==> src/shared/bcr_consts.svh <==
// Constants of the branch-condition and bit read-modify-write block.
`ifndef BCR_CONSTS_SVH
`define BCR_CONSTS_SVH

// Condition field encodings.
`define BCR_CC_ALWAYS 4'h0
`define BCR_CC_NEVER 4'h1
`define BCR_CC_HI 4'h2
`define BCR_CC_LS 4'h3
`define BCR_CC_CARRY_CLR 4'h4
`define BCR_CC_CARRY_SET 4'h5
`define BCR_CC_NOT_EQ 4'h6
`define BCR_CC_EQ 4'h7
`define BCR_CC_OVF_CLR 4'h8
`define BCR_CC_OVF_SET 4'h9
`define BCR_CC_PLUS 4'ha
`define BCR_CC_MINUS 4'hb
`define BCR_CC_GE 4'hc
`define BCR_CC_LT 4'hd
`define BCR_CC_GT 4'he
`define BCR_CC_LE 4'hf

// Second opcode byte fields of a register-direct bit instruction.
`define BCR_BITNO_MSB 6
`define BCR_BITNO_LSB 4
`define BCR_REGNO_MSB 3
`define BCR_REGNO_LSB 0

// Value returned by a byte read of a write-only location.
`define BCR_WO_READ 8'hff

// Sizes and reset values.
`define BCR_NREGS 16
`define BCR_STACK_DEPTH 8
`define BCR_PC_RESET 16'h0000
`define BCR_BYTE_RESET 8'h00

`endif

==> src/shared/bcr_pkg.sv <==
// Types shared by the branch-condition and bit read-modify-write block.
`default_nettype none

package bcr_pkg;

  // Instruction classes handed to the execution block.
  typedef enum logic [2:0] {
    BCR_K_BRANCH,
    BCR_K_CALL,
    BCR_K_RETURN,
    BCR_K_BIT_REG,
    BCR_K_BIT_MEM
  } bcr_kind_e;

  // Single-bit modify operations.
  typedef enum logic [2:0] {
    BCR_BIT_SET,
    BCR_BIT_CLEAR,
    BCR_BIT_INVERT,
    BCR_CARRY_STORE,
    BCR_INV_CARRY_STORE
  } bcr_bitop_e;

endpackage

`default_nettype wire

==> src/rtl/bcr_exec.sv <==
// Branch-condition evaluation, subroutine call/return and bit read-modify-write execution.
//
// Operation
// RQ1: A branch is taken only when the condition field's test of C, Z, N and V holds.
// RQ2: A bit-clear on a memory byte starts with a byte read of the addressed location.
// RQ3: A byte read of a write-only location yields all ones instead of its contents.
// RQ4: After the read only the selected bit is changed, every other bit stays as read.
// RQ5: The whole modified byte is written back to the same address.
// RQ6: A relative call jumps to the current address plus the displacement and saves the return.
// RQ7: A return resumes at the point saved by the most recent call.
// RQ8: Set, clear, invert, carry-store and inverted carry-store all run as read, modify, write.
// RQ9: The target bit is chosen by a 3-bit bit number covering positions 0 to 7.
// RQ10: Register-direct bit instructions take bit number from bits 6:4, register from 3:0.
`timescale 1ns/1ps
`default_nettype none
`include "bcr_consts.svh"

module bcr_exec
  import bcr_pkg::*;
(
  input wire logic core_clk_in, // System clock
  input wire logic reset_in, // Asynchronous reset, active high
  input wire logic instr_valid_in, // Start one instruction
  input wire bcr_kind_e instr_kind_in, // Instruction class
  input wire logic [3:0] condition_field_in, // Branch condition field
  input wire bcr_bitop_e bit_op_in, // Bit modify operation
  input wire logic [7:0] op_byte_in, // Second opcode byte
  input wire logic [15:0] addr_in, // Memory operand address
  input wire logic [7:0] disp_in, // Signed branch or call displacement
  input wire logic [15:0] cur_pc_in, // Current address, past the instruction
  input wire logic flag_c_in, // Carry flag
  input wire logic flag_z_in, // Zero flag
  input wire logic flag_n_in, // Negative flag
  input wire logic flag_v_in, // Overflow flag
  input wire logic mem_ack_in, // Bus cycle complete
  input wire logic [7:0] mem_rdata_in, // Bus read data
  input wire logic mem_wo_in, // Addressed location is write-only
  input wire logic reg_load_in, // Load a general register byte
  input wire logic [3:0] reg_load_idx_in, // Register to load
  input wire logic [7:0] reg_load_data_in, // Data to load
  input wire logic [3:0] reg_rd_idx_in, // Register to observe
  output logic busy_out, // Instruction in progress
  output logic done_out, // One-cycle pulse at completion
  output logic pc_valid_out, // Pulse with a new program counter
  output logic [15:0] pc_out, // Next program counter
  output logic branch_taken_out, // Last branch condition result
  output logic mem_req_out, // Bus request, held until ack
  output logic mem_we_out, // Bus write when high, read when low
  output logic [15:0] mem_addr_out, // Bus address
  output logic [7:0] mem_wdata_out, // Bus write data
  output logic [7:0] reg_rd_data_out // Observed register byte
);

  // ***************************************************************
  // Condition evaluation
  // ***************************************************************
  function automatic logic cond_true(input logic [3:0] cc, input logic c, input logic z,
                                     input logic n, input logic v);
    logic r;
    r = 1'b0;
    case (cc)
      `BCR_CC_ALWAYS: r = 1'b1;
      `BCR_CC_NEVER: r = 1'b0;
      `BCR_CC_HI: r = ~(c | z);
      `BCR_CC_LS: r = c | z;
      `BCR_CC_CARRY_CLR: r = ~c;
      `BCR_CC_CARRY_SET: r = c;
      `BCR_CC_NOT_EQ: r = ~z;
      `BCR_CC_EQ: r = z;
      `BCR_CC_OVF_CLR: r = ~v;
      `BCR_CC_OVF_SET: r = v;
      `BCR_CC_PLUS: r = ~n;
      `BCR_CC_MINUS: r = n;
      `BCR_CC_GE: r = ~(n ^ v);
      `BCR_CC_LT: r = n ^ v;
      `BCR_CC_GT: r = ~(z | (n ^ v));
      `BCR_CC_LE: r = z | (n ^ v);
      default: r = 1'b0;
    endcase
    return r;
  endfunction

  // ***************************************************************
  // State and storage
  // ***************************************************************
  typedef enum logic [1:0] {
    BCR_S_IDLE,
    BCR_S_READ,
    BCR_S_WRITE
  } bcr_state_e;

  bcr_state_e state_reg;
  bcr_bitop_e op_reg;
  logic [2:0] bit_no_reg;
  logic carry_reg;
  logic [7:0] rf_mem [`BCR_NREGS];
  logic [15:0] stack_mem [`BCR_STACK_DEPTH];
  logic [2:0] sp_reg;

  logic start;
  logic [15:0] disp_ext;
  logic [3:0] reg_no;
  logic [2:0] imm_bit_no;
  logic [7:0] read_byte;
  logic [7:0] mod_in;
  logic [7:0] mod_out;
  bcr_bitop_e mod_op;
  logic [2:0] mod_bit;
  logic mod_carry;

  // New instructions are only taken while idle.
  assign start = instr_valid_in & (state_reg == BCR_S_IDLE);
  assign disp_ext = {{8{disp_in[7]}}, disp_in};
  assign reg_no = op_byte_in[`BCR_REGNO_MSB:`BCR_REGNO_LSB]; // RQ10
  assign imm_bit_no = op_byte_in[`BCR_BITNO_MSB:`BCR_BITNO_LSB]; // RQ9 RQ10
  // Write-only locations cannot be read back, so the bus data is replaced.
  assign read_byte = mem_wo_in ? `BCR_WO_READ : mem_rdata_in; // RQ3

  // In idle the modifier serves a register-direct op; otherwise the memory op in flight.
  always_comb begin
    if (state_reg == BCR_S_IDLE) begin
      mod_in = rf_mem[reg_no];
      mod_op = bit_op_in;
      mod_bit = imm_bit_no;
      mod_carry = flag_c_in;
    end else begin
      mod_in = read_byte;
      mod_op = op_reg;
      mod_bit = bit_no_reg;
      mod_carry = carry_reg;
    end
  end

  bcr_bit_modify u_modify (
    .byte_in(mod_in),
    .bit_no_in(mod_bit),
    .op_in(mod_op),
    .carry_in(mod_carry),
    .byte_out(mod_out)
  );

  // ***************************************************************
  // Memory read-modify-write sequence
  // ***************************************************************
  always_ff @(posedge core_clk_in or posedge reset_in) begin
    if (reset_in) begin
      state_reg <= BCR_S_IDLE;
      op_reg <= BCR_BIT_SET;
      bit_no_reg <= 3'h0;
      carry_reg <= 1'b0;
      mem_req_out <= 1'b0;
      mem_we_out <= 1'b0;
      mem_addr_out <= `BCR_PC_RESET;
      mem_wdata_out <= `BCR_BYTE_RESET;
    end else begin
      case (state_reg)
        BCR_S_IDLE: begin
          if (start && instr_kind_in == BCR_K_BIT_MEM) begin
            state_reg <= BCR_S_READ; // RQ8
            op_reg <= bit_op_in;
            bit_no_reg <= op_byte_in[`BCR_BITNO_MSB:`BCR_BITNO_LSB]; // RQ9
            carry_reg <= flag_c_in;
            mem_req_out <= 1'b1; // RQ2
            mem_we_out <= 1'b0; // RQ2
            mem_addr_out <= addr_in;
          end
        end
        BCR_S_READ: begin
          if (mem_ack_in) begin
            state_reg <= BCR_S_WRITE;
            mem_we_out <= 1'b1; // RQ5
            mem_wdata_out <= mod_out; // RQ4 RQ5
          end
        end
        BCR_S_WRITE: begin
          if (mem_ack_in) begin
            state_reg <= BCR_S_IDLE;
            mem_req_out <= 1'b0;
            mem_we_out <= 1'b0;
          end
        end
        default: begin
          state_reg <= BCR_S_IDLE;
          mem_req_out <= 1'b0;
          mem_we_out <= 1'b0;
        end
      endcase
    end
  end

  // ***************************************************************
  // General registers
  // ***************************************************************
  // A register-direct bit op has priority over a load to the same cycle.
  always_ff @(posedge core_clk_in) begin
    if (start && instr_kind_in == BCR_K_BIT_REG) begin
      rf_mem[reg_no] <= mod_out; // RQ8 RQ10
    end else if (reg_load_in) begin
      rf_mem[reg_load_idx_in] <= reg_load_data_in;
    end
  end

  always_ff @(posedge core_clk_in or posedge reset_in) begin
    if (reset_in) begin
      reg_rd_data_out <= `BCR_BYTE_RESET;
    end else begin
      reg_rd_data_out <= rf_mem[reg_rd_idx_in];
    end
  end

  // ***************************************************************
  // Return-address stack
  // ***************************************************************
  // The stack wraps at its depth; calls nested deeper lose the oldest entry.
  always_ff @(posedge core_clk_in or posedge reset_in) begin
    if (reset_in) begin
      sp_reg <= 3'h0;
    end else if (start && instr_kind_in == BCR_K_CALL) begin
      sp_reg <= sp_reg + 3'h1;
    end else if (start && instr_kind_in == BCR_K_RETURN) begin
      sp_reg <= sp_reg - 3'h1;
    end
  end

  always_ff @(posedge core_clk_in) begin
    if (start && instr_kind_in == BCR_K_CALL) begin
      stack_mem[sp_reg] <= cur_pc_in; // RQ6
    end
  end

  // ***************************************************************
  // Program flow and completion
  // ***************************************************************
  always_ff @(posedge core_clk_in or posedge reset_in) begin
    if (reset_in) begin
      pc_out <= `BCR_PC_RESET;
      pc_valid_out <= 1'b0;
      branch_taken_out <= 1'b0;
    end else begin
      pc_valid_out <= 1'b0;
      if (start) begin
        case (instr_kind_in)
          BCR_K_BRANCH: begin
            pc_valid_out <= 1'b1;
            if (cond_true(condition_field_in, flag_c_in, flag_z_in, flag_n_in, flag_v_in)) begin
              branch_taken_out <= 1'b1; // RQ1
              pc_out <= cur_pc_in + disp_ext; // RQ1
            end else begin
              branch_taken_out <= 1'b0; // RQ1
              pc_out <= cur_pc_in;
            end
          end
          BCR_K_CALL: begin
            pc_valid_out <= 1'b1;
            pc_out <= cur_pc_in + disp_ext; // RQ6
          end
          BCR_K_RETURN: begin
            pc_valid_out <= 1'b1;
            pc_out <= stack_mem[sp_reg - 3'h1]; // RQ7
          end
          default: pc_valid_out <= 1'b0;
        endcase
      end
    end
  end

  always_ff @(posedge core_clk_in or posedge reset_in) begin
    if (reset_in) begin
      done_out <= 1'b0;
      busy_out <= 1'b0;
    end else begin
      done_out <= (start && instr_kind_in != BCR_K_BIT_MEM) ||
                  (state_reg == BCR_S_WRITE && mem_ack_in);
      busy_out <= (start && instr_kind_in == BCR_K_BIT_MEM) ||
                  (state_reg == BCR_S_READ) ||
                  (state_reg == BCR_S_WRITE && !mem_ack_in);
    end
  end

endmodule

`default_nettype wire

==> src/rtl/bcr_bit_modify.sv <==
// Single-bit modify of one byte, the middle step of a read-modify-write.
`timescale 1ns/1ps
`default_nettype none

module bcr_bit_modify
  import bcr_pkg::*;
(
  input wire logic [7:0] byte_in, // Byte as read
  input wire logic [2:0] bit_no_in, // Selected bit position 0 to 7
  input wire bcr_bitop_e op_in, // Modify operation
  input wire logic carry_in, // Carry flag for the store operations
  output logic [7:0] byte_out // Byte to write back
);

  always_comb begin
    byte_out = byte_in; // RQ4
    case (op_in)
      BCR_BIT_SET: byte_out[bit_no_in] = 1'b1;
      BCR_BIT_CLEAR: byte_out[bit_no_in] = 1'b0; // RQ4
      BCR_BIT_INVERT: byte_out[bit_no_in] = ~byte_in[bit_no_in];
      BCR_CARRY_STORE: byte_out[bit_no_in] = carry_in;
      BCR_INV_CARRY_STORE: byte_out[bit_no_in] = ~carry_in;
      default: byte_out = byte_in;
    endcase
  end

endmodule

`default_nettype wire

==> config.mk <==
export PLATFORM = sky130hd
export DESIGN_NAME = bcr_exec
export DESIGN_NICKNAME = d
export VERILOG_FILES = /design/src/shared/bcr_pkg.sv /design/src/rtl/bcr_exec.sv /design/src/rtl/bcr_bit_modify.sv
export VERILOG_INCLUDE_DIRS = /design/src /design/src/shared
export SDC_FILE = /design/constraint.sdc
export NUM_CORES = 1
export LEC_CHECK = 0
export ABC_AREA = 1
export BUFFER_PORTS_ARGS = -buffer_cell sky130_fd_sc_hd__buf_2
export CAP_MARGIN = 5
export CORE_MARGIN = 2
export CORE_UTILIZATION = 35
export CTS_CLUSTER_DIAMETER = 100
export CTS_CLUSTER_SIZE = 10
export DETAILED_ROUTE_END_ITERATION = 6
export PLACE_DENSITY = 0.5
export SLEW_MARGIN = 20
export SYNTH_ARGS = -nofsm -noshare
export SYNTH_HDL_FRONTEND = slang
export SYNTH_SLANG_ARGS = --single-unit
==> constraint.sdc <==
create_clock -name core_clk_in -period 3.1 [get_ports core_clk_in]
set_input_delay 0.62 -clock core_clk_in [delete_from_list [all_inputs] [get_ports core_clk_in]]
set_output_delay 0.62 -clock core_clk_in [all_outputs]
set_load 0.01 [all_outputs]
# --- Word-level counts from Yosys, hierarchy flattened ---
# Memory sizes are Yosys's and may differ from the RTL's. A register that Yosys moved wholly into a read port is not among the register bits.
# Cells that the tools add are included.
op_classes:
  div_mod_pow: 0
  n_reduce_logical: 26
  order_cmp: 2
  n_mux: 43
  add_sub_neg: 3
  bitwise: 17
  eq_ne: 29
  mul: 0
  shifts: 0
ops:
  columns: ["cell", "n"]
  rows:
  - ["16-bit one-hot mux with 3 select lines", 1]
  - ["8-bit one-hot mux with 5 select lines", 1]
  - ["4-bit equality test, second input constant", 8]
  - ["8-bit bitwise mux", 3]
  - ["8-bit 2-to-1 mux", 3]
  - ["1-bit 2-to-1 mux", 20]
  - ["16-bit adder", 1]
  - ["4-bit by 3-bit equality test with 1-bit output, second input constant", 4]
  - ["16-bit 2-to-1 mux", 1]
  - ["1-bit one-hot mux with 16 select lines", 1]
  - ["3-bit by 2-bit equality test with 1-bit output, second input constant", 4]
  - ["3-bit 2-to-1 mux", 4]
  - ["1-bit NOT", 10]
  - ["8-bit AND", 1]
  - ["4-bit by 2-bit equality test with 1-bit output, second input constant", 2]
  - ["1-bit logical AND", 8]
  - ["8-bit NOT", 1]
  - ["8-bit OR", 1]
  - ["2-bit AND reduction", 4]
  - ["8-bit OR reduction", 1]
  - ["3-bit by 1-bit equality test with 1-bit output, second input constant", 2]
  - ["3-bit equality test, second input constant", 2]
  - ["3-bit zero test", 2]
  - ["2-bit 2-to-1 mux", 3]
  - ["other kinds (26)", 32]
totals:
  mem_count: 2
  rom_bits: 0
  ramBits: 256
  ff_bits: 58
  latchBits: 0
memory_table:
  columns: ["name", "depth", "word_bits", "read_ports", "rd_clocked_by_memory_dff", "wr", "line", "text"]
  rows:
  - ["rf_mem", 16, 8, 2, 1, 1, "bcr_exec.sv:96", "logic [7:0] rf_mem [`BCR_NREGS];"]
  - ["stack_mem", 8, 16, 1, 0, 1, "bcr_exec.sv:97", "logic [15:0] stack_mem [`BCR_STACK_DEPTH];"]

# --- Longest topological paths before layout ---
# Gate-level depths: netlist (run 1).
logic_depth:
  ltp_word: 10
  depth_mapped: 17
  ltp_nobuf: 15

# --- By module ---
# Synthesis (run 1) repeated with hierarchy kept, for this count alone.
hier_totals:
  hier_cells: 1743
  hier_area_um2: 16278.1
modules_own_cells:
  columns: ["module", "area_each_um2", "seq_area_each_um2", "n_inst", "cells_each"]
  rows:
  - ["bcr_exec", 15631.2, 9313.9, 1, 1599]
  - ["bcr_bit_modify", 646.9, 0.0, 1, 144]

# --- Worst setup path before layout (run 1) ---
# No wires, ideal clock.
synth_path:
  path_kind: "input port to flip-flop"
  startpoint: "input instr_kind_in[0]"
  endpoint: "memory stack_mem[5][0] (enable)"
  required_time_ns: 2.691
  setup_ns: 0.409
  arrival_time_ns: 2.478
  path_buffers: 1
  setup_slack_ns: 0.213
  cell_stages: 7
  path_cell_list: "inv_1 nor2_1 nand2_1 clkbuf_1 nor2_1 nand2_1 nor3_1"
synth_between:
  elab_chain_cells: 4
synth_lines:
  columns: ["item", "line", "text"]
  rows:
  - ["start, declared", "bcr_exec.sv:24", "input wire bcr_kind_e instr_kind_in,"]
  - ["3-bit by 1-bit equality test with 1-bit output", "bcr_exec.sv:226", "if (start && instr_kind_in == BCR_K_CALL) begin"]
  - ["1-bit logical AND", "bcr_exec.sv:226", null]
  - ["1-bit 2-to-1 mux", "bcr_exec.sv:226", null]
  - ["1-bit 2-to-1 mux (implied by the code)", "bcr_exec.sv:227", "stack_mem[sp_reg] <= cur_pc_in;"]
  - ["end, declared", "bcr_exec.sv:97", null]
# Every way passes these cells.

==> results of run 1 <==
metrics by stage:
| step | util, % | hold slack [ps] | instances | instance area (um^2) |
|---|---|---|---|---|
| 6_report | 42.0 | 85.5 | 2495 | 19200 |
| 3_5_place_dp | 39.6 | 465 | 2430 | 18100 |
| 5_1_grt | 42.0 | 112 | 2494 | 19200 |
| 2_1_floorplan | - | 448 | 1697 | 16200 |
| 3_3_place_gp | 39.6 | 459 | 2430 | 18100 |
| 4_1_cts | 42.0 | 77.0 | 2493 | 19100 |
cells in the mapped netlist, types with 2 or more instances:
library cell | number | share of area, %
a21oi_1 | 64 | 2.0
o22ai_1 | 2 | 0.077
o22a_1 | 2 | 0.11
nor2_1 | 131 | 3.0
nor2_2 | 3 | 0.12
o221ai_1 | 19 | 1.0
a31oi_1 | 6 | 0.23
nor3_1 | 12 | 0.37
o21ai_0 | 102 | 3.1
buf_1 | 10 | 0.23
xnor2_1 | 6 | 0.32
nor3_4 | 2 | 0.20
inv_1 | 101 | 2.3
nand2_2 | 4 | 0.15
mux2_2 | 16 | 1.1
o32ai_1 | 13 | 0.70
o21ai_2 | 3 | 0.16
nand4_1 | 3 | 0.12
nand3_2 | 2 | 0.12
clkinv_1 | 4 | 0.092
buf_6 | 3 | 0.21
or2_2 | 6 | 0.23
buf_2 | 27 | 0.83
nor2_4 | 4 | 0.28
o21ai_1 | 11 | 0.34
mux2i_1 | 52 | 3.2
nand2_1 | 425 | 9.8
edfxtp_1 | 256 | 47
a21o_1 | 2 | 0.092
xor2_1 | 6 | 0.32
clkbuf_1 | 42 | 0.97
o211ai_1 | 47 | 2.2
nand3_1 | 205 | 6.3
inv_2 | 13 | 0.30
ha_1 | 17 | 1.3
dfrtp_1 | 65 | 10
power groups by stage:
stage          clock network, mW  logic (mW)  registers (mW)
4_1_cts                     4.11        3.83            5.26
2_1_floorplan                  0        2.29            5.40
5_1_grt                     4.26        4.21            5.29
6_report                    4.00        3.77            5.26
3_5_place_dp                   0        3.81            5.34
3_3_place_gp                   0        3.76            5.34
per-layer routing:
layer / vias to the layer above / share of wire, % / global-route usage (%)
met5: - / 0.023 / 0
met3: 91 / 5.5 / 2.87
met4: 2 / 2.8 / 7.03
met2: 364 / 48 / 34.1
li1: 6274 / - / -
met1: 6215 / 43 / 26.9
worst max-delay path, cell delays in order, from the launching register on:
cell     delay [ps]
dfrtp_1         460
nor2_4           80
buf_12          150
o21ai_2         370
nand2_2         150
nor2_2          220
inv_2            70
nand3_1         100
nand2_1          60
nand2_1          60
nand2_1          50
nor2_1           90
nand3_1         170
nand2_1         100
nand2_1          80
buf_12          160
area by class of cell:
class	instances	area, um^2	share of cell area, %
antenna	1	2.50	0.0131
clock buffer	58	1030	5.36
clock inverter	5	46.3	0.242
inverter	119	449	2.35
multi-input combinational	1174	6160	32.1
sequential	321	9320	48.6
tap	600	751	3.92
timing repair buffer	217	1410	7.36
timing repair:
item                                    4_1_cts  5_1_grt
resized for setup                             0        0
hold endpoints to repair                      0        0
endpoints found under the setup margin        0       43
buffers inserted                              0        1
kinds of logic after synthesis:
kind of cell               after synthesis
and+or+nand+nor                        801
DFF                                    321
AOI/OAI and AO/OA                      275
buffers and inverters                  202
muxes                                   68
adders and majority gates               18
xor gates and xnor gates                12
layout by cell type, fill, tap and decap left out, types with 19 or more instances in the layout:
| master | count |
|---|---|
| nand2_1 | 425 |
| edfxtp_1 | 256 |
| nand3_1 | 205 |
| buf_2 | 143 |
| nor2_1 | 131 |
| o21ai_0 | 102 |
| inv_1 | 99 |
| a21oi_1 | 64 |
| dfrtp_1 | 64 |
| buf_4 | 63 |
| mux2i_1 | 52 |
| o211ai_1 | 47 |
| clkbuf_16 | 38 |
| clkbuf_1 | 20 |
| o221ai_1 | 19 |
final timing paths:
| path | startpoint | slack (ps) | cells past startpoint | end |
|---|---|---|---|---|
| max | mem_we_out | 440 | 15 | rf_mem[13][2] |
| min | reset_in | 90 | 2 | pc_out[1] |
| max reg2reg | mem_we_out | 440 | 15 | rf_mem[13][2] |
| min reg2reg | mem_wdata_out[6] | 480 | 2 | mem_wdata_out[6] |
| max in group asynchronous | reset_in | 2310 | 3 | pc_out[3] |
| min in group core_clk_in | addr_in[3] | 310 | 2 | mem_addr_out[3] |
==> results.toml, run 1 <==
[logic_synthesis]
synth_xor_area_share_pct = 0.647
synth_compound_area_share_pct = 10.3
synth-main-ff-cell = "edfxtp_1"
synthCells = 1697
yosys_register_bits = 321
synthAdderAreaFrac_pct = 1.43
synth_top_family_by_area = "simple AND/OR/NAND/NOR gates"
synthArstFlopShare_pct = 20.2
synth_edf_count = 256
seq_area_frac_synth_pct = 57.4
ys_types = 47
synthMuxAreaShare_pct = 4.31
syn_avg_cell_area_um2 = 9.57
synth-simple-area-share_pct = 20.9
synth.cell_area_mm2 = 0.0162
synth_warnings = 0
syn_nets = 1807

[power_and_ir_drop]
p_int_mw = 8.68
ir_drop_v = 0.000504
p_per_area_mw_per_mm2 = 680
p_leak_nw = 7.99
p_sw_mw = 4.35
p_sw_share_pct = 33.4
power_frac_clock_pct = 30.7
power_frac_seq_pct = 40.4
combPwrFrac_pct = 28.9
total_power_mw = 13.0

[clock_network]
clk_latency_ps = 550
cts-hold-fix-buffers = 0
root_buffer = "clkbuf_16"
path_clk_slew_ps = 60
cts_tree = "yes"
cts_buffer_depth = 3
cts_made_buffers = 38
cts_max_level = 2
cts_sinks = 321

[floorplanning]
initial_core_util_pct = 35.6
die_w_um = 219
core_area_mm2 = 0.0456
die_h_um = 219
die-area_mm2 = 0.0481
io_pins = 146
rows = 78

[worst_setup_path]
crit_required_ps = 3380
worstSetupPathType = "flop to flop"
worstPathArrival_ps = 2940
cp_max_fo = 16
crit_path_start_kind = "flop"
cp-end-kind = "flop"

[timing]
fmaxAchievable_mhz = 376
rsz0062_at_grt = "no"
period_minus_slack_ps = 2660
setup_tns_ps = 0
finalCritPeriodShare_pct = 85.9
fin_ws_ps = 437
clock_skew_ps = 27.3
hold_viol_final = 0
setup_viol = 0
slew_viol_final = 0
worst_pin_slew_ps = 860
relSlewSlack_pct = 42.7

[place]
post-place-ws_ps = 230
post-dp-hpwl_mm = 32.7
gp_congestion = 0.877
port_buffers = 144

[hold_path]
hold_path.class = "input port to asynchronous set/reset pin"

[finish]
syn_to_final_growth_pct = 18.0
layout_top_registers = "rf_mem (128), stack_mem (128)"
fillers = 4392
nets = 1981
drive_above_1_share_pct = 17.3

[routing]
post_drt_wl_per_cell_um = 19.5
drt_iter0_markers = 1005
vias_per_cell = 5.19
drtPass1Iterations = 5
routed_wirelength_mm = 48.7
route.detailed.drc = 0
ant_nets = 0
vias = 12900

[grt]
grt_use_total_pct = 20.3
antenna_found_initial = 1
grt_max_degree = 68
grt_pass1_wl_mm = 74.1
grt_overflow = 0
first_global_vias = 12600

[run_status]
status = "complete, no violations"

[run]
drv_cap = 0
No activity file was read; power rests on OpenSTA's default activity.
==> run 2, diff against run 1 <==
--- a/config.mk
+++ b/config.mk
@@ -9,12 +9,15 @@
 export ABC_AREA = 1
 export BUFFER_PORTS_ARGS = -buffer_cell sky130_fd_sc_hd__buf_2
 export CAP_MARGIN = 5
+export CELL_PAD_IN_SITES_DETAIL_PLACEMENT = 0
+export CELL_PAD_IN_SITES_GLOBAL_PLACEMENT = 1
 export CORE_MARGIN = 2
 export CORE_UTILIZATION = 35
+export CTS_BUF_LIST = sky130_fd_sc_hd__clkbuf_8 sky130_fd_sc_hd__clkbuf_16
 export CTS_CLUSTER_DIAMETER = 100
 export CTS_CLUSTER_SIZE = 10
 export DETAILED_ROUTE_END_ITERATION = 6
-export PLACE_DENSITY = 0.5
+export PLACE_DENSITY = 0.61
 export SLEW_MARGIN = 20
 export SYNTH_ARGS = -nofsm -noshare
 export SYNTH_HDL_FRONTEND = slang
==> results.toml, run 2 (synthesized netlist as in run 1, its figures left out) <==
[run_status]
status = "complete, no violations"

[clock_network]
cts-hold-fix-buffers = 0
cts_tree = "yes"
path_clk_slew_ps = 70
clk_latency_ps = 580
cts_max_level = 2
cts_sinks = 321
postCtsSetupRepairBufs = 0
cts_resized = 0
cts_buffer_depth = 3
root_buffer = "clkbuf_16"
cts_made_buffers = 38

[timing]
fmaxAchievable_mhz = 380
setup_tns_ps = 0
slew_viol_final = 0
period_minus_slack_ps = 2630
rsz0062_at_grt = "no"
hold_viol_final = 0
relSlewSlack_pct = 48.1
clock_skew_ps = 46.3
finalCritPeriodShare_pct = 84.9
worst_pin_slew_ps = 779
setup_viol = 0

[power_and_ir_drop]
ir_drop_v = 0.000500
p_int_mw = 8.63
power_frac_clock_pct = 30.8
p_per_area_mw_per_mm2 = 681
p_sw_mw = 4.41
combPwrFrac_pct = 28.8
p_sw_share_pct = 33.8
p_leak_nw = 8.05
power_frac_seq_pct = 40.4

[finish]
fin_cells = 2489
nets = 1979
syn_to_final_growth_pct = 18.0
final_common_cell = "nand2_1"
drive_above_1_share_pct = 17.3
layout_top_registers = "rf_mem (128), stack_mem (128)"
most-common-layout-cells = "425 x nand2_1, 256 x edfxtp_1, 205 x nand3_1"
final_util_pct = 42.0

[floorplanning]
initial_core_util_pct = 35.6
die-area_mm2 = 0.0481
die_w_um = 219
io_pins = 146
rows = 78
die_h_um = 219
core_area_mm2 = 0.0456

[grt]
grt_max_degree = 66
antenna_found_initial = 4
grt_pass1_wl_mm = 75.6
first_global_vias = 12600
grt_overflow = 0
grt_use_total_pct = 21.1

[routing]
post_drt_wl_per_cell_um = 20.4
vias = 13000
ant_nets = 0
wl_met2_mm = 25.0
routed_wirelength_mm = 50.8
drtPass1Iterations = 6
top_layer_used = "met5"
drt_iter0_markers = 975
wl_met1_mm = 21.5
route.detailed.drc = 0
vias_per_cell = 5.22
dr_wl_met3_mm = 2.58

[place]
post-dp-hpwl_mm = 34.1
gp_congestion = 0.844
dp.cells = 2429
port_buffers = 144

[worst_setup_path]
crit_required_ps = 3340
timing.rr.end = "rf_mem[7][6]"
worstSetupPathType = "flop to flop"
worstPathArrival_ps = 2870
cp_max_fo = 10
r2r_start = "mem_we_out"
crit_path_start_kind = "flop"
reg2reg_depth = 11
cp-end-kind = "flop"
rrSetupSlack_ps = 470

[run]
drv_cap = 0

[hold_path]
hold_path.class = "input port to asynchronous set/reset pin"
-- run 2: power by group through the flow --
stage	clock (mW)	sequential (mW)	combinational, mW
2_1_floorplan	0	5.40	2.29
3_3_place_gp	0	5.35	3.76
6_report	4.02	5.27	3.75
3_5_place_dp	0	5.35	3.80
5_1_grt	4.32	5.31	4.15
4_1_cts	4.13	5.27	3.81
-- run 2: worst max-delay path by stage --
stage	startpoint	to	slack (ps)	cells past startpoint
finish	mem_we_out	rf_mem[7][6]	470	11
global route	mem_we_out	rf_mem[3][2]	150	16
CTS	mem_we_out	rf_mem[3][7]	450	16
detailed placement	op_byte_in[2]	rf_mem[4][4]	20	15
global placement	op_byte_in[2]	rf_mem[2][1]	40	16
floorplan	instr_kind_in[0]	stack_mem[5][0]	210	7
-- run 2: critical path: stages, from the launching register on --
cell     delay, ps
dfrtp_1        460
nor2_4         150
nand2_2        130
inv_1          120
nand3_1        160
nand2_1        240
buf_4          230
o21ai_0        140
inv_1          100
nand3_1        190
nor2_1         140
buf_4          240
-- run 2: area by class of cell --
| class | instances | area, um^2 |
|---|---|---|
| Fill cell | 4351 | 26400 |
| Sequential cell | 321 | 9320 |
| Multi-Input combinational cell | 1174 | 6160 |
| Timing Repair Buffer | 215 | 1380 |
| Clock buffer | 38 | 951 |
| Tap cell | 600 | 751 |
| Inverter | 119 | 449 |
| Clock inverter | 20 | 149 |
| Antenna cell | 2 | 5.00 |
-- run 2: routing by layer --
layer | track usage (%) | up-vias
li1 | - | 6259
met1 | 27.3 | 6239
met2 | 35.8 | 393
met3 | 2.90 | 87
met4 | 8.40 | 4
met5 | 0 | -
-- run 2: through the flow --
stage	hold slack, ps	cell area (um^2)	setup WS, ps	total power, mW
5_1_grt	122	19200	155	13.8
3_5_place_dp	468	18100	20.7	9.15
6_report	103	19200	470	13.0
4_1_cts	95.4	19200	455	13.2
2_1_floorplan	448	16200	213	7.69
3_3_place_gp	463	18100	42.0	9.11
==> run 3, diff against run 2 <==
--- a/config.mk
+++ b/config.mk
@@ -6,7 +6,7 @@
 export SDC_FILE = /design/constraint.sdc
 export NUM_CORES = 1
 export LEC_CHECK = 0
-export ABC_AREA = 1
+export ABC_AREA = 0
 export BUFFER_PORTS_ARGS = -buffer_cell sky130_fd_sc_hd__buf_2
 export CAP_MARGIN = 5
 export CELL_PAD_IN_SITES_DETAIL_PLACEMENT = 0
@@ -17,7 +17,7 @@
 export CTS_CLUSTER_DIAMETER = 100
 export CTS_CLUSTER_SIZE = 10
 export DETAILED_ROUTE_END_ITERATION = 6
-export PLACE_DENSITY = 0.61
+export PLACE_DENSITY = 0.59
 export SLEW_MARGIN = 20
 export SYNTH_ARGS = -nofsm -noshare
 export SYNTH_HDL_FRONTEND = slang
==> constraint.sdc (replaced) <==
create_clock -name core_clk_in -period 2.33 [get_ports core_clk_in]
set_input_delay 0.466 -clock core_clk_in [delete_from_list [all_inputs] [get_ports core_clk_in]]
set_output_delay 0.466 -clock core_clk_in [all_outputs]
set_load 0.01 [all_outputs]
==> results.toml, run 3 <==
[logic_synthesis]
synth-simple-area-share_pct = 6.46
synth_common_cells = "256 x edfxtp_1, 103 x mux4_2, 65 x dfrtp_1, 65 x nor2_1, 53 x nand2_1"
synth-main-ff-cell = "edfxtp_1"
seq_area_frac_synth_pct = 61.8
ys_types = 66
synth_xor_area_share_pct = 0.814
synth.most_common_cell = "edfxtp_1"
syn_avg_cell_area_um2 = 15.9
synth_top_cells_by_area = "edfxtp_1 51%, mux4_2 15%, dfrtp_1 11%"
synth_compound_area_share_pct = 6.78
synth_top_area_cell = "edfxtp_1"
synth_top_area_share_pct = 51.0
syn_nets = 1059
synthMuxAreaShare_pct = 20.5
yosys_register_bits = 321
synth_edf_count = 256
synthAdderAreaFrac_pct = 1.54
synth_warnings = 0
synthCells = 949
synthArstFlopShare_pct = 20.2
synth.cell_area_mm2 = 0.0151
synth_top_family_by_area = "multiplexers"

[worst_setup_path]
critPathMaxStageDelay_ps = 450
critical_path_buf_inv_count = 6
crit_path_start_kind = "flop"
path_common_cell = "buf_12"
cp_max_fo = 8
crit_chain = "buf_6 > buf_6 > nor2_4 > mux2i_1 > buf_4 > buf_12 > or2_4 > o22ai_2 > or3_4 > buf_12 > a31oi_4 > buf_12"
worstPathArrival_ps = 3130
critPathTopFamily = "buffers and inverters"
cp-end-kind = "flop"
critPathSlowestCell = "dfrtp_2"
worstSetupPathType = "flop to flop"
crit_required_ps = 2720

[finish]
layout_top_registers = "rf_mem (128), stack_mem (128)"
nets = 1468
final_common_cell = "edfxtp_1"
fillers = 3743
most-common-layout-cells = "256 x edfxtp_1, 191 x buf_4, 144 x buf_2"
finish.instance_area_mm2 = 0.0208
drive_above_1_share_pct = 51.6
syn_to_final_growth_pct = 38.2
final_util_pct = 48.7
fin_cells = 1933

[timing]
rsz0062_at_grt = "yes"
fin_ws_ps = -415
finalCritPeriodShare_pct = 118
clock_skew_ps = 24.8
slew_viol_final = 0
worst_pin_slew_ps = 707
fmaxAchievable_mhz = 364
period_minus_slack_ps = 2740
relSlewSlack_pct = 52.7
hold_viol_final = 0
setup_viol = 265

[routing]
post_drt_wl_per_cell_um = 23.8
drtPass1Iterations = 5
routed_wirelength_mm = 45.9
drt_iter0_markers = 660
vias = 10300
route.detailed.drc = 0
vias_per_cell = 5.33
ant_nets = 0

[power_and_ir_drop]
ir_drop_v = 0.000682
p_leak_nw = 8.00
p_per_area_mw_per_mm2 = 866

[floorplanning]
die_h_um = 211
die-area_mm2 = 0.0447
initial_core_util_pct = 35.2
io_pins = 146
rows = 76
die_w_um = 211
core_area_mm2 = 0.0428

[clock_network]
clk_latency_ps = 540
cts-hold-fix-buffers = 0
cts_sinks = 321
root_buffer = "clkbuf_16"
cts_made_buffers = 38
cts_tree = "yes"
path_clk_slew_ps = 60
cts_max_level = 2
cts_buffer_depth = 3

[run_status]
violations = "negative setup slack"
status = "complete, but fails checks"

[grt]
grt_overflow = 0
grt_max_degree = 66
antenna_found_initial = 0
grt_use_total_pct = 20.7
grt_pass1_wl_mm = 67.8
first_global_vias = 10800

[place]
port_buffers = 144
post-dp-hpwl_mm = 33.2
gp_congestion = 0.898
postPlaceCellArea_mm2 = 0.0189
post-place-ws_ps = -797
dp.cells = 1835

[run]
drv_cap = 0

[hold_path]
hold_path.class = "input port to asynchronous set/reset pin"
[run 3: final cells by class]
cell class,count,area (um^2),area share [%]
multi-input cells,562,6170,29.6
repair buffers,419,3500,16.8
flip-flops and latches,321,9320,44.7
diodes,1,2.50,0.0120
clock buffers,39,976,4.69
well taps,546,683,3.28
clock inverters,29,119,0.571
inverters,16,63.8,0.306
[run 3: worst min-delay path, cell delays in order]
cell      delay, ps
buf_2           100
clkinv_2         50
buf_12          310
[run 3: final timing paths]
path                            slack (ps)               to          from  depth (start not counted)
worst max-delay path                  -410     rf_mem[8][5]  state_reg[0]                         12
worst min-delay path                     3        pc_out[0]      reset_in                          3
worst max register to register        -410     rf_mem[8][5]  state_reg[0]                         12
worst min register to register         470        pc_out[8]     pc_out[8]                          2
max in group asynchronous             1940     state_reg[0]      reset_in                          3
min in group core_clk_in               170  mem_addr_out[5]    addr_in[5]                          2
[run 3: repair_timing]
item | 4_1_cts | 5_1_grt
hold endpoints to repair | 0 | 0
pin swaps | 31 | 24
setup buffers | 18 | 12
gates resized for setup | 107 | 30
setup endpoints to repair | 314 | 289
cloned | 4 | 2
[run 3: power by group]
part           switching (mW)  total (mW)  internal (mW)  leakage (nW)
logic                    2.78        5.76           2.98          4.28
registers               0.247        6.99           6.74          3.08
clock network            2.28        5.29           3.01         0.633
[run 3: kinds of logic (layout without fill, tap and decap cells)]
kind of cell             Yosys count  in the layout
AO/OA/AOI/OAI                    156            156
XOR/XNOR                          14             14
adder cells (fa/ha/maj)           18             18
buffers and inverters             67            503
flip-flops                       321            321
multiplexers                     174            174
other                              0              1
AND/OR/NAND/NOR                  199            200
[run 3: routing by layer]
layer	global-route usage [%]	up-vias	wire, um
met4	8.33	0	1760
met1	25.3	5265	18100
met5	0	-	0
met3	2.91	88	2160
met2	36.8	280	24000
li1	-	4662	-
[run 3: stage by stage]
stage	setup TNS [ps]	power (mW)	hold slack, ps
after global routing	-90840	18.9	30.1
final	-63950	18.0	2.56
after CTS	-75730	18.2	24.1
after global placement	-158010	12.6	459
after detailed placement	-162340	12.6	466
after floorplan	-67380	10.2	492
